### src/verilog/ohc_cfg_map.svh
// Purpose: Offsets, field positions and reset values of the OHCI config header block
// Assumes: Configuration space is seen as 32-bit dwords, index = byte offset / 4
// Notes:   Definitions only, no logic
`ifndef OHC_CFG_MAP_SVH
`define OHC_CFG_MAP_SVH

// ==========================================================================
// Printed byte offsets
`define OHC_OFS_LATGNT 8'h3e
`define OHC_OFS_CTRL 8'h40
`define OHC_OFS_CAP 8'h44

// ==========================================================================
// Dword indices of the words holding each register
`define OHC_DW_LATGNT 6'h0f
`define OHC_DW_CTRL 6'h10
`define OHC_DW_CAP 6'h11

// Lane placement of the 16-bit registers inside their dword
`define OHC_LATGNT_LSB 16
`define OHC_CAP_LSB 0

// ==========================================================================
// Latency / grant request register
`define OHC_LATGNT_RST 16'h0402
`define OHC_LAT_NIB_LSB 8
`define OHC_GNT_NIB_LSB 0

// ==========================================================================
// Endian control register
`define OHC_SWAP_BIT 0
`define OHC_SWAP_RST 1'h0
`define OHC_SWAP_BE 0

// ==========================================================================
// Capability list header
`define OHC_CAP_NEXT 8'h00
`define OHC_CAP_CODE 8'h01

`endif

### src/verilog/ohc_cfg_pkg.sv
// Purpose: Types shared by the OHCI config header block
// Assumes: Offsets and values live in ohc_cfg_map.svh
// Notes:   Structs carry the config port and the quadlet paths
`default_nettype none

package ohc_cfg_pkg;

    // ======================================================================
    // Configuration access from the host
    typedef struct packed {
        logic valid;         // One-cycle request strobe
        logic write;         // 1 = write, 0 = read
        logic [5:0] dword;   // Dword index in config space
        logic [3:0] be;      // Byte enables, active high
        logic [31:0] wdata;  // Write data
    } ohc_cfg_req_s;

    // Answer to a configuration access
    typedef struct packed {
        logic ack;           // One-cycle answer strobe
        logic [31:0] rdata;  // Read data, zero for writes
    } ohc_cfg_rsp_s;

    // One quadlet on a data path
    typedef struct packed {
        logic valid;         // Quadlet present this cycle
        logic [31:0] data;   // Quadlet value
    } ohc_quad_s;

    // EEPROM load window
    typedef enum logic {
        LOAD_OPEN,
        LOAD_CLOSED
    } ohc_load_e;

endpackage : ohc_cfg_pkg

`default_nettype wire

### src/verilog/ohc_byte_swap.sv
// Purpose: Optional byte reversal of one word
// Assumes: Width is a whole number of bytes
// Notes:   Pure combinational, caller registers the result
`default_nettype none

module ohc_byte_swap #(
    parameter int WIDTH = 32
) (
    input wire logic enable,
    input wire logic [WIDTH-1:0] din,
    output logic [WIDTH-1:0] dout
);

    // ======================================================================
    // Elaboration check
    localparam int NBYTES = WIDTH / 8;

    generate
        if ((WIDTH % 8) != 0 || WIDTH < 8) begin : g_bad_width
            $error("ohc_byte_swap: WIDTH must be a multiple of 8");
        end
    endgenerate

    // ======================================================================
    // Byte reversal
    logic [WIDTH-1:0] swapped; // Bytes in reversed order

    genvar gi;
    generate
        for (gi = 0; gi < NBYTES; gi++) begin : g_lane
            assign swapped[gi*8 +: 8] = din[(NBYTES-1-gi)*8 +: 8];
        end
    endgenerate

    // Select swapped or straight word
    assign dout = enable ? swapped : din;

endmodule : ohc_byte_swap

`default_nettype wire

### src/verilog/ohc_cfg_regs.sv
// Purpose: Latency/grant request, endian control and capability header registers
// Assumes: reset is the global reset; function_reset is a lesser, synchronous reset
// Notes:   Quadlet paths to and from the bus are byte-swapped by the control bit
`include "ohc_cfg_map.svh"
`default_nettype none

module ohc_cfg_regs
    import ohc_cfg_pkg::*;
#(
    parameter int QUAD_W = 32
) (
    input wire logic mclk,
    input wire logic reset,
    input wire logic function_reset,
    input wire ohc_cfg_req_s cfg_req,
    output ohc_cfg_rsp_s cfg_rsp,
    input wire logic eeprom_present,
    input wire logic ee_load_valid,
    input wire logic [3:0] ee_lat_nibble,
    input wire logic [3:0] ee_gnt_nibble,
    input wire logic ee_load_done,
    input wire ohc_quad_s bus_in_quad,
    output ohc_quad_s core_out_quad,
    input wire ohc_quad_s core_in_quad,
    output ohc_quad_s bus_out_quad,
    output logic [15:0] latency_grant_request,
    output logic swap_enable,
    output logic load_open
);

    // ======================================================================
    // Elaboration check
    generate
        if (QUAD_W != 32) begin : g_bad_quad
            $error("ohc_cfg_regs: quadlet paths must be 32 bits wide");
        end
    endgenerate

    // ======================================================================
    // EEPROM load window
    ohc_load_e load_q; // Window state
    ohc_load_e load_d; // Next window state
    logic load_open_q; // Registered window-open flag
    logic load_open_d; // Next window-open flag

    // Window opens at global reset, closes when loader ends or is absent
    always_comb begin
        load_d = load_q;
        unique case (load_q)
            LOAD_OPEN: begin
                // No EEPROM: keep default, never load
                if (!eeprom_present) begin
                    load_d = LOAD_CLOSED;
                end else if (ee_load_done) begin
                    load_d = LOAD_CLOSED;
                end
            end
            LOAD_CLOSED: begin
                load_d = LOAD_CLOSED;
            end
        endcase
        // Flag mirrors the next state so the output leaves a flop
        load_open_d = (load_d == LOAD_OPEN);
    end

    // Window register, only global reset reopens it
    always_ff @(posedge mclk or posedge reset) begin
        if (reset) begin
            load_q <= LOAD_OPEN;
            load_open_q <= 1'b1;
        end else begin
            load_q <= load_d;
            load_open_q <= load_open_d;
        end
    end

    // ======================================================================
    // Latency / grant request register
    logic [3:0] lat_nib_q; // Loadable latency nibble
    logic [3:0] lat_nib_d; // Next latency nibble
    logic [3:0] gnt_nib_q; // Loadable grant nibble
    logic [3:0] gnt_nib_d; // Next grant nibble
    logic [15:0] latgnt_value; // Assembled register value
    // Reset image, a constant so the async reset branch loads constants only
    localparam logic [15:0] latgnt_rst = `OHC_LATGNT_RST;

    // Load nibbles from EEPROM while the window is open
    always_comb begin
        lat_nib_d = lat_nib_q;
        gnt_nib_d = gnt_nib_q;
        // Host writes never reach here
        if (load_q == LOAD_OPEN && eeprom_present && ee_load_valid) begin
            lat_nib_d = ee_lat_nibble;
            gnt_nib_d = ee_gnt_nibble;
        end
    end

    // Nibble registers, cleared to default by global reset alone
    always_ff @(posedge mclk or posedge reset) begin
        if (reset) begin
            lat_nib_q <= latgnt_rst[`OHC_LAT_NIB_LSB +: 4];
            gnt_nib_q <= latgnt_rst[`OHC_GNT_NIB_LSB +: 4];
        end else begin
            lat_nib_q <= lat_nib_d; // Function reset has no effect
            gnt_nib_q <= gnt_nib_d;
        end
    end

    // Upper nibbles fixed at their defaults
    always_comb begin
        latgnt_value = latgnt_rst;
        latgnt_value[`OHC_LAT_NIB_LSB +: 4] = lat_nib_q;
        latgnt_value[`OHC_GNT_NIB_LSB +: 4] = gnt_nib_q;
    end

    // ======================================================================
    // Endian control register
    logic swap_q; // Byte-swap control
    logic swap_d; // Next byte-swap control
    logic ctrl_wr; // Host write hitting the control lane

    assign ctrl_wr = cfg_req.valid && cfg_req.write && (cfg_req.dword == `OHC_DW_CTRL)
                     && cfg_req.be[`OHC_SWAP_BE]; // Only writable lane

    // Host write sets or clears; function reset returns it to little endian
    always_comb begin
        swap_d = swap_q;
        if (function_reset) begin
            swap_d = `OHC_SWAP_RST;
        end else if (ctrl_wr) begin
            swap_d = cfg_req.wdata[`OHC_SWAP_BIT];
        end
    end

    // Control register
    always_ff @(posedge mclk or posedge reset) begin
        if (reset) begin
            swap_q <= `OHC_SWAP_RST;
        end else begin
            swap_q <= swap_d;
        end
    end

    // ======================================================================
    // Configuration read mux
    logic [31:0] rd_word; // Read data for the addressed dword
    logic [15:0] cap_hdr; // Capability list header

    // Header is constant: end of list, power-management code
    assign cap_hdr = {`OHC_CAP_NEXT, `OHC_CAP_CODE};

    // Select the addressed dword; unmapped dwords read as zero
    always_comb begin
        rd_word = 32'h0000_0000;
        unique case (cfg_req.dword)
            `OHC_DW_LATGNT: begin
                // Interrupt line/pin lanes stay zero
                rd_word[`OHC_LATGNT_LSB +: 16] = latgnt_value;
            end
            `OHC_DW_CTRL: begin
                // Reserved bits above the swap bit
                rd_word[`OHC_SWAP_BIT] = swap_q;
            end
            `OHC_DW_CAP: begin
                // Power-management capabilities lanes stay zero
                rd_word[`OHC_CAP_LSB +: 16] = cap_hdr;
            end
            default: begin
                rd_word = 32'h0000_0000;
            end
        endcase
    end

    // ======================================================================
    // Configuration answer
    ohc_cfg_rsp_s rsp_q; // Registered answer
    ohc_cfg_rsp_s rsp_d; // Next answer

    // One-cycle ack per request; writes elsewhere only acknowledged
    always_comb begin
        rsp_d.ack = cfg_req.valid;
        rsp_d.rdata = 32'h0000_0000;
        if (cfg_req.valid && !cfg_req.write) begin
            rsp_d.rdata = rd_word;
        end
        // Writes to read-only words fall through with no side effect
    end

    // Answer register
    always_ff @(posedge mclk or posedge reset) begin
        if (reset) begin
            rsp_q <= '0;
        end else begin
            rsp_q <= rsp_d;
        end
    end

    // ======================================================================
    // Quadlet byte-swap paths
    logic [31:0] in_swapped; // Bus-to-core quadlet after swap
    logic [31:0] out_swapped; // Core-to-bus quadlet after swap

    // Inbound quadlets from the bus
    ohc_byte_swap #(
        .WIDTH(QUAD_W)
    ) u_swap_in (
        .enable(swap_q),
        .din(bus_in_quad.data),
        .dout(in_swapped)
    );

    // Outbound quadlets to the bus
    ohc_byte_swap #(
        .WIDTH(QUAD_W)
    ) u_swap_out (
        .enable(swap_q),
        .din(core_in_quad.data),
        .dout(out_swapped)
    );

    ohc_quad_s core_q; // Registered inbound quadlet
    ohc_quad_s core_d; // Next inbound quadlet
    ohc_quad_s bus_q; // Registered outbound quadlet
    ohc_quad_s bus_d; // Next outbound quadlet

    // Both directions swapped by the same control bit
    always_comb begin
        core_d.valid = bus_in_quad.valid;
        core_d.data = bus_in_quad.valid ? in_swapped : core_q.data;
        bus_d.valid = core_in_quad.valid;
        bus_d.data = core_in_quad.valid ? out_swapped : bus_q.data;
    end

    // Path registers, one cycle of latency each way
    always_ff @(posedge mclk or posedge reset) begin
        if (reset) begin
            core_q <= '0;
            bus_q <= '0;
        end else begin
            core_q <= core_d;
            bus_q <= bus_d;
        end
    end

    // ======================================================================
    // Status mirror of the request register
    logic [15:0] latgnt_out_q; // Registered copy for the core

    // Copy follows the assembled value one cycle later
    always_ff @(posedge mclk or posedge reset) begin
        if (reset) begin
            latgnt_out_q <= `OHC_LATGNT_RST;
        end else begin
            latgnt_out_q <= latgnt_value;
        end
    end

    // ======================================================================
    // Outputs, all from flip-flops
    assign cfg_rsp = rsp_q;
    assign core_out_quad = core_q;
    assign bus_out_quad = bus_q;
    assign latency_grant_request = latgnt_out_q;
    assign swap_enable = swap_q;
    assign load_open = load_open_q;

endmodule : ohc_cfg_regs

`default_nettype wire

### config.mk
export PLATFORM = sky130hd
export DESIGN_NAME = ohc_cfg_regs
export DESIGN_NICKNAME = d
export VERILOG_FILES = /design/src/verilog/ohc_cfg_pkg.sv /design/src/verilog/ohc_byte_swap.sv /design/src/verilog/ohc_cfg_regs.sv
export VERILOG_INCLUDE_DIRS = /design/src /design/src/verilog
export SDC_FILE = /design/constraint.sdc
export NUM_CORES = 1
export LEC_CHECK = 0
export CORE_MARGIN = 1
export CORE_UTILIZATION = 45
export DETAILED_ROUTE_END_ITERATION = 8
export DONT_BUFFER_PORTS = 1
export GPL_TIMING_DRIVEN = 0
export PLACE_DENSITY = 0.68
export SLEW_MARGIN = 20
export SYNTH_ARGS = -nofsm -noshare
export SYNTH_HDL_FRONTEND = slang
export SYNTH_SLANG_ARGS = --single-unit
### constraint.sdc
create_clock -name mclk -period 3.6 [get_ports mclk]
set_input_delay 0.18 -clock mclk [delete_from_list [all_inputs] [get_ports mclk]]
set_output_delay 0.18 -clock mclk [all_outputs]
set_load 0.02 [all_outputs]
# Yosys cells after proc, flatten, opt, wreduce, memory -nomap -nowiden
# Cells that the tools add are included.
# W data, S select, Z words.
[op_classes] eq_ne=3 mux=10 bitwise=2 reduce_logical=8
[ops] operator="$mux W32" n=2
[ops] operator="$mux W28" n=1
[ops] operator="$eq A6 B5 Y1 const B" n=2
[ops] operator="$mux W12" n=1
[ops] operator="$eq A6 B4 Y1 const B" n=1
[ops] operator="$logic_and A1 B1 Y1" n=6
[ops] operator="$mux W1" n=4
[ops] operator="$pmux W1 S2" n=2
[ops] operator="$not A1 Y1" n=2
[ops] operator="$reduce_bool A2 Y1" n=1
[ops] operator="$logic_not A1 Y1" n=1
[totals] reg_bits=118 inputBits=124 out_inout_bits=117 elab_cells=35

# Depth between registers and ports, before layout
# Gate-level depths: netlist of run 1.
[logic_depth] word_depth=5 depth_mapped=5 mapped_depth_nobuf=3

# Hierarchy
# Synthesis of run 1 repeated with hierarchy kept, for this count alone.
[hier_totals] cells_unflattened=303 hier_area_um2=4737.0
[modules_own_cells] module="ohc_cfg_regs" n_inst=1 cells_each=231 area_per_inst_um2=3648.5 seq_area_each_um2=2383.5
[modules_own_cells] module="ohc_byte_swap" n_inst=2 cells_each=36 area_per_inst_um2=544.3 seq_area_each_um2=0.0

# Worst setup path before layout of run 1
# OpenSTA, ideal clock, no wires.
[synth_timing] kind="flip-flop to flip-flop" start="register swap_q, in the netlist swap_enable" end="register bus_q (netlist bit bus_out_quad[26])" setup_time_ps=137 t_arrival_ps=1187 required_time_ps=3463 path_slack_ps=2276 path_stages_with_launch=6 path_buffers=3 period_less_slack_ps=1324 path_cell_list="dfrtp_1 clkbuf_1 buf_6 buf_4 mux2i_1 a21oi_1"
[synth_via] elab_chain_cells=1
[synth_lines] item="start: declaration" line="ohc_cfg_regs.sv:118" text="logic swap_q;"
[synth_lines] item="start signal: assignment" line="ohc_cfg_regs.sv:138" text="swap_q <= `OHC_SWAP_RST;"
[synth_lines] item="start signal: assignment" line="ohc_cfg_regs.sv:140" text="swap_q <= swap_d;"
[synth_lines] item="$mux W32" line="ohc_byte_swap.sv:36" text="assign dout = enable ? swapped : din;"
[synth_lines] item="end signal: assignment" line="ohc_cfg_regs.sv:241" text="bus_q <= bus_d;"
[synth_lines] item="end: declaration" line="ohc_cfg_regs.sv:223" text="ohc_quad_s bus_q;"
# No other way between the ends.
# A chain may end at the register's enable or synchronous reset.

==> flow_summary_export.csv, run 1 <==
group,metric,value,unit
global_route,track_usage,20.3,%
critical_path,crit_path_max_fanout,10,
global_route,grt-ovfl-total,0,
floorplanning,fp.dieW,98.5,um
final_layout,nets,556,
clock_network,clock_sinks,95,
place,place.gp.congestion,0.778,
worst_hold_path,min_from,"core_in_quad[10]",
clock_network,cts_made_buffers,9,
global_route,grt_pass1_wl,15.0,mm
floorplanning,start_util,47.3,%
timing,finalCriticalPeriod,1960,ps
detailed_routing,totalWireLength,9.70,mm
critical_path,reg2reg_from,"swap_enable$_DFFE_PP0P_",
final_layout,final_common_cell,"dfrtp_1",
timing,finalClockSkew,11.0,ps
clock_network,cts-root-buf,"clkbuf_8",
timing,hold_viol,0,
clock_network,postCtsResizedCells,0,
timing,finalSetupViolCount,0,
clock_network,clock_latency,360,ps
place,dp_hpwl,7.14,mm
detailed_routing,dr.pass1.iters,9,
detailed_routing,viasPerCell,5.19,
critical_path,max_stage_delay,580,ps
global_route,grt_pass1_vias,2918,
floorplanning,io_pins,241,
critical_path,cpLargestDelayFamily,"buffers and inverters",
final_layout,register_area,2380,um^2
critical_path,required,3890,ps
final_layout,final_cell_mix,"dfrtp_1 (90), mux2i_1 (65), nor2_1 (65)",
critical_path,path_class,"flip-flop to flip-flop",
power_and_ir_drop,ir_drop,0.246,mV
detailed_routing,initialDrtViolationCount,95,
global_route,grt_max_degree,72,
timing,fin_crit_sh,54.5,%
clock_network,cts_tree,"yes",
timing,slew_headroom,55.2,%
synthesis,synthCells,372,
synthesis,synthesis.area,4190,um^2
synthesis,synth.avg_cell_area,11.3,um^2
final_layout,fillers,774,
final_layout,multi_input_area,1570,um^2
detailed_routing,post_drt_wl_per_cell,17.8,um
clock_network,cts_hold_buf,18,
clock_network,cts_setup_buffers,0,
power_and_ir_drop,power_leakage,2.05,nW
worst_hold_path,hold_class,"input pin to flip-flop",
flow_run,cap_violations,0,
synthesis,synth_cell_types,22,
critical_path,end_kind,"flip-flop",
critical_path,crit_start,"swap_enable$_DFFE_PP0P_",
global_route,grt_antenna_before_repair,0,
clock_network,clk_pin_slew,100,ps
timing,worst_pin_slew,670,ps
synthesis,yosysSeqAreaShare,56.9,%
floorplanning,core_area,8850,um^2
critical_path,path_cells,"clkbuf_1 -> buf_6 -> buf_4 -> nor2_1 -> nor4_1 -> dlygate4sd3_1",
detailed_routing,drt.antenna.violating_nets,0,
final_layout,syn2layout_area_growth,15.9,%
floorplanning,chipHeight,98.5,um
power_and_ir_drop,power_density,458,nW/um^2
critical_path,cp-start-kind,"flip-flop",
status,violations,"design-rule violations",
timing,slew_viol_final,0,
critical_path,crit_arrival,2250,ps
synthesis,ys_ff_latch,95,
detailed_routing,drc,16,
critical_path,slowest_stage,"dlygate4sd3_1",
clock_network,cts_max_level,3,
place,io_buffers,0,
critical_path,worst-path-buf-inv,4,
floorplanning,rows,34,
status,status,"finished, violations left",
final_layout,antennaDiodeCount,0,
detailed_routing,vias,2828,
timing,whs,24.5,ps
final_layout,drive_gt1_share,16.9,%
floorplanning,dieArea,9700,um^2
clock_network,clk_path_buf_depth,2,
timing,max_freq,510,MHz
timing,rsz0062_at_grt,"no",
synthesis,yosys_warnings,0,
timing,setup_tns,0,ps
==> power by group <==
group / switching, mW / total (mW) / leakage (nW) / internal (mW)
Combinational: 0.122 / 0.211 / 0.842 / 0.0889
Sequential: 0.149 / 1.29 / 1.11 / 1.14
Clock: 0.377 / 0.720 / 0.103 / 0.344
==> metal layers <==
layer,share of wire (%),wire (um),GRT usage [%],vias up
met5,0,0,0,-
met4,1.7,167,8.61,0
met3,10,999,6.95,17
met2,48,4700,33.0,149
met1,40,3830,24.6,1345
li1,-,-,-,1317
==> state kept, by name, summed over array words and instances (netlist names) <==
signal,flops
bus_out_quad,33
core_out_quad,33
cfg_rsp,10
latency_grant_request,8
gnt_nib_q,4
lat_nib_q,4
load_open,1
load_q,1
swap_enable,1
==> cells by family after synthesis <==
group,after synthesis,share of synthesized area (%)
AOI/OAI and AO/OA,64,7.65
and+or+nand+nor,84,9.35
DFF,95,56.9
muxes,73,17.7
other,1,0.0895
buffers and inverters,55,8.33
==> synthesized netlist by cell type, drive strengths merged <==
cell | instances | area, um^2
dfrtp | 90 | 2250
dfstp | 5 | 131
nand2b | 3 | 18.8
mux2 | 8 | 90.1
or4b | 1 | 13.8
nor2 | 65 | 244
nor4b | 1 | 15.0
nand4b | 2 | 17.5
a21oi | 64 | 320
nor3 | 1 | 10.0
inv | 2 | 7.51
buf | 45 | 312
clkbuf | 8 | 30.0
mux2i | 65 | 651
nor4 | 1 | 6.26
and2 | 8 | 50.1
nand3b | 1 | 7.51
conb | 1 | 3.75
or3b | 1 | 8.76
==> worst paths after layout <==
kind / end / slack (ps) / depth (start not counted)
min reg2reg: latency_grant_request[10]$_DFF_PP1_ / 370 / 0
max: cfg_rsp[0]$_DFF_PP0_ / 1640 / 6
min: bus_out_quad[10]$_DFFE_PP0P_ / 20 / 2
max reg2reg: cfg_rsp[0]$_DFF_PP0_ / 1640 / 6
max in group asynchronous: lat_nib_q[2]$_DFFE_PP1P_ / 2710 / 3
min in group asynchronous: bus_out_quad[10]$_DFFE_PP0P_ / 260 / 2
==> worst reg2reg max path: cells and delay by family, from the launching register on <==
kind	cells	cell delay, ps
buffers and inverters	4	1200
DFF	1	480
and+or+nand+nor	2	220
==> stage by stage <==
stage | utilization [%] | cells | worst slack [ps] | instance area, um^2 | total power [mW]
final | 54.9 | 545 | 1640 | 4860 | 2.23
after global routing | 54.9 | 545 | 1490 | 4860 | 2.33
after CTS | 54.9 | 545 | 1620 | 4860 | 2.25
after detailed placement | 50.5 | 511 | 2000 | 4470 | 1.51
after global placement | 50.1 | 510 | -19.4 | 4440 | 1.50
after floorplan | - | 402 | 951 | 4300 | 1.46
==> cell type report <==
cell class / instances / share of cell area (%)
Buffer: 53 / 7.03
Clock buffer: 10 / 2.83
Clock inverter: 6 / 1.42
Inverter: 2 / 0.258
Multi-Input combinational cell: 252 / 32.3
Sequential cell: 95 / 49.1
Tap cell: 108 / 2.78
Timing Repair Buffer: 19 / 4.28
No activity file was read; power rests on OpenSTA's default activity.
==> run 2: changes to the inputs <==
Settings changed: PLACE_DENSITY 0.68 to 0.7.
Clock period 3.6 ns to 1.8 ns, I/O delays scaled along.
==> flow_summary_export.csv, run 2 (synthesis results as in run 1) <==
group,metric,value,unit
worst_hold_path,hold_depth,2,
worst_hold_path,min_from,"cfg_req[37]",
critical_path,crit_start,"cfg_req[43]",
global_route,grt_pass1_vias,3383,
timing,whs,65.4,ps
final_layout,final_cells,616,
timing,slew_headroom,49.9,%
critical_path,cp-start-kind,"input pin",
final_layout,nets,627,
timing,rsz0062_at_grt,"no",
clock_network,clock_latency,350,ps
place,dp_cells,512,
worst_hold_path,hold_class,"input pin to flip-flop",
power_and_ir_drop,power_density,826,nW/um^2
clock_network,cts_max_level,3,
global_route,grt-ovfl-total,0,
detailed_routing,vias,3190,
floorplanning,chipHeight,98.5,um
detailed_routing,viasPerCell,5.18,
timing,setup_tns,0,ps
detailed_routing,dr.pass1.iters,8,
place,dp_hpwl,7.25,mm
final_layout,antennaDiodeCount,0,
floorplanning,fp.dieW,98.5,um
global_route,grt_pass1_wl,17.2,mm
clock_network,cts_made_buffers,9,
final_layout,syn2layout_area_growth,33.1,%
floorplanning,dieArea,9700,um^2
critical_path,required,2090,ps
detailed_routing,initialDrtViolationCount,107,
detailed_routing,drt.antenna.violating_nets,0,
global_route,grt_antenna_before_repair,0,
clock_network,clk_pin_slew,90,ps
clock_network,clock_sinks,95,
timing,worst_pin_slew,749,ps
critical_path,timing.rr.end,"swap_enable$_DFFE_PP0P_",
power_and_ir_drop,ir_drop,0.420,mV
detailed_routing,totalWireLength,11.0,mm
critical_path,end_kind,"flip-flop",
timing,finalCriticalPeriod,1690,ps
clock_network,cts-root-buf,"clkbuf_8",
critical_path,r2r_setup_slack,150,ps
timing,finalSetupViolCount,0,
timing,fin_crit_sh,94.1,%
final_layout,drive_gt1_share,14.8,%
power_and_ir_drop,power_leakage,2.35,nW
timing,finalClockSkew,6.37,ps
floorplanning,core_area,8850,um^2
global_route,grt_max_degree,36,
detailed_routing,post_drt_wl_per_cell,17.8,um
clock_network,cts_setup_buffers,0,
final_layout,final_common_cell,"dfrtp_1",
worst_hold_path,holdPathEnd,"cfg_rsp[16]$_DFF_PP0_",
global_route,track_usage,23.0,%
floorplanning,rows,34,
flow_run,cap_violations,0,
timing,max_freq,590,MHz
detailed_routing,drc,16,
critical_path,reg2reg_from,"swap_enable$_DFFE_PP0P_",
clock_network,cts_tree,"yes",
critical_path,crit_path_max_fanout,8,
critical_path,crit_arrival,1990,ps
critical_path,worst-r2r-cell-count,5,
clock_network,clk_path_buf_depth,2,
status,status,"finished, violations left",
final_layout,final_cell_mix,"dfrtp_1 (90), dlygate4sd3_1 (88), mux2i_1 (65), nor2_1 (65), a21oi_1 (64)",
critical_path,path_class,"input pin to flip-flop",
floorplanning,start_util,47.3,%
timing,slew_viol_final,0,
place,io_buffers,0,
power_and_ir_drop,fin_total_pwr,4.61,mW
place,place.gp.congestion,0.805,
floorplanning,io_pins,241,
timing,hold_viol,0,
status,violations,"design-rule violations",
[run 2: cell count changes in the layout (fill, tap and decap cells not counted)]
cell | previous run | this run
buf_16 | 1 | 0
clkinvlp_4 | 1 | 3
buf_12 | 0 | 2
nor4b_4 | 0 | 1
nor4b_2 | 1 | 0
dlygate4sd3_1 | 18 | 88
inv_6 | 2 | 1
clkinv_4 | 2 | 1
[run 2: report_power, final]
part / switching, mW / internal, mW
clock: 0.751 / 0.685
sequential: 0.303 / 2.29
combinational: 0.299 / 0.278
[run 2: area by class of cell]
type | count | area (um^2)
multi-input cells | 252 | 1580
clock inverters | 6 | 67.6
plain buffers | 53 | 342
fillers | 681 | 3270
inverters | 2 | 11.3
repair buffers | 90 | 921
flip-flops and latches | 95 | 2380
well taps | 108 | 135
clock buffers | 10 | 138
[run 2: what timing repair did]
| action | in CTS | in global routing |
|---|---|---|
| setup endpoints to repair | 0 | 2 |
| hold buffers | 88 | 0 |
| hold endpoints to repair | 116 | 0 |
| gates resized for setup | 0 | 1 |
[run 2: worst max-delay path by stage]
stage                                    to  slack [ps]  cells after the start
4_1_cts               cfg_rsp[17]$_DFF_PP0_          30                      5
2_1_floorplan  bus_out_quad[26]$_DFFE_PP0P_         480                      5
6_report              cfg_rsp[17]$_DFF_PP0_         110                      5
3_5_place_dp   bus_out_quad[17]$_DFFE_PP0P_         180                      5
5_1_grt             swap_enable$_DFFE_PP0P_          50                      5
3_3_place_gp               load_q$_DFF_PP0_         130                      1
[run 2: through the flow]
step | utilization (%) | setup WS [ps] | cell area (um^2)
3_5_place_dp | 50.6 | 183 | 4480
5_1_grt | 63.0 | 50.8 | 5580
3_3_place_gp | 50.2 | 130 | 4440
2_1_floorplan | - | 476 | 4310
6_report | 63.0 | 106 | 5580
4_1_cts | 62.9 | 28.7 | 5570
[run 2: worst max-delay path, cell delays in order]
cell,delay (ps)
dlygate4sd3_1,570
nand2b_1,140
nor4b_4,450
and2_1,190
dlygate4sd3_1,540
[run 2: layer usage]
layer  vias up  GRT usage, %  routed length [um]
met5         -             0                   0
met4         0          9.18                 197
met3        16          6.24                 896
met2       164          41.7                5730
met1      1552          25.5                4150
li1       1458             -                   -
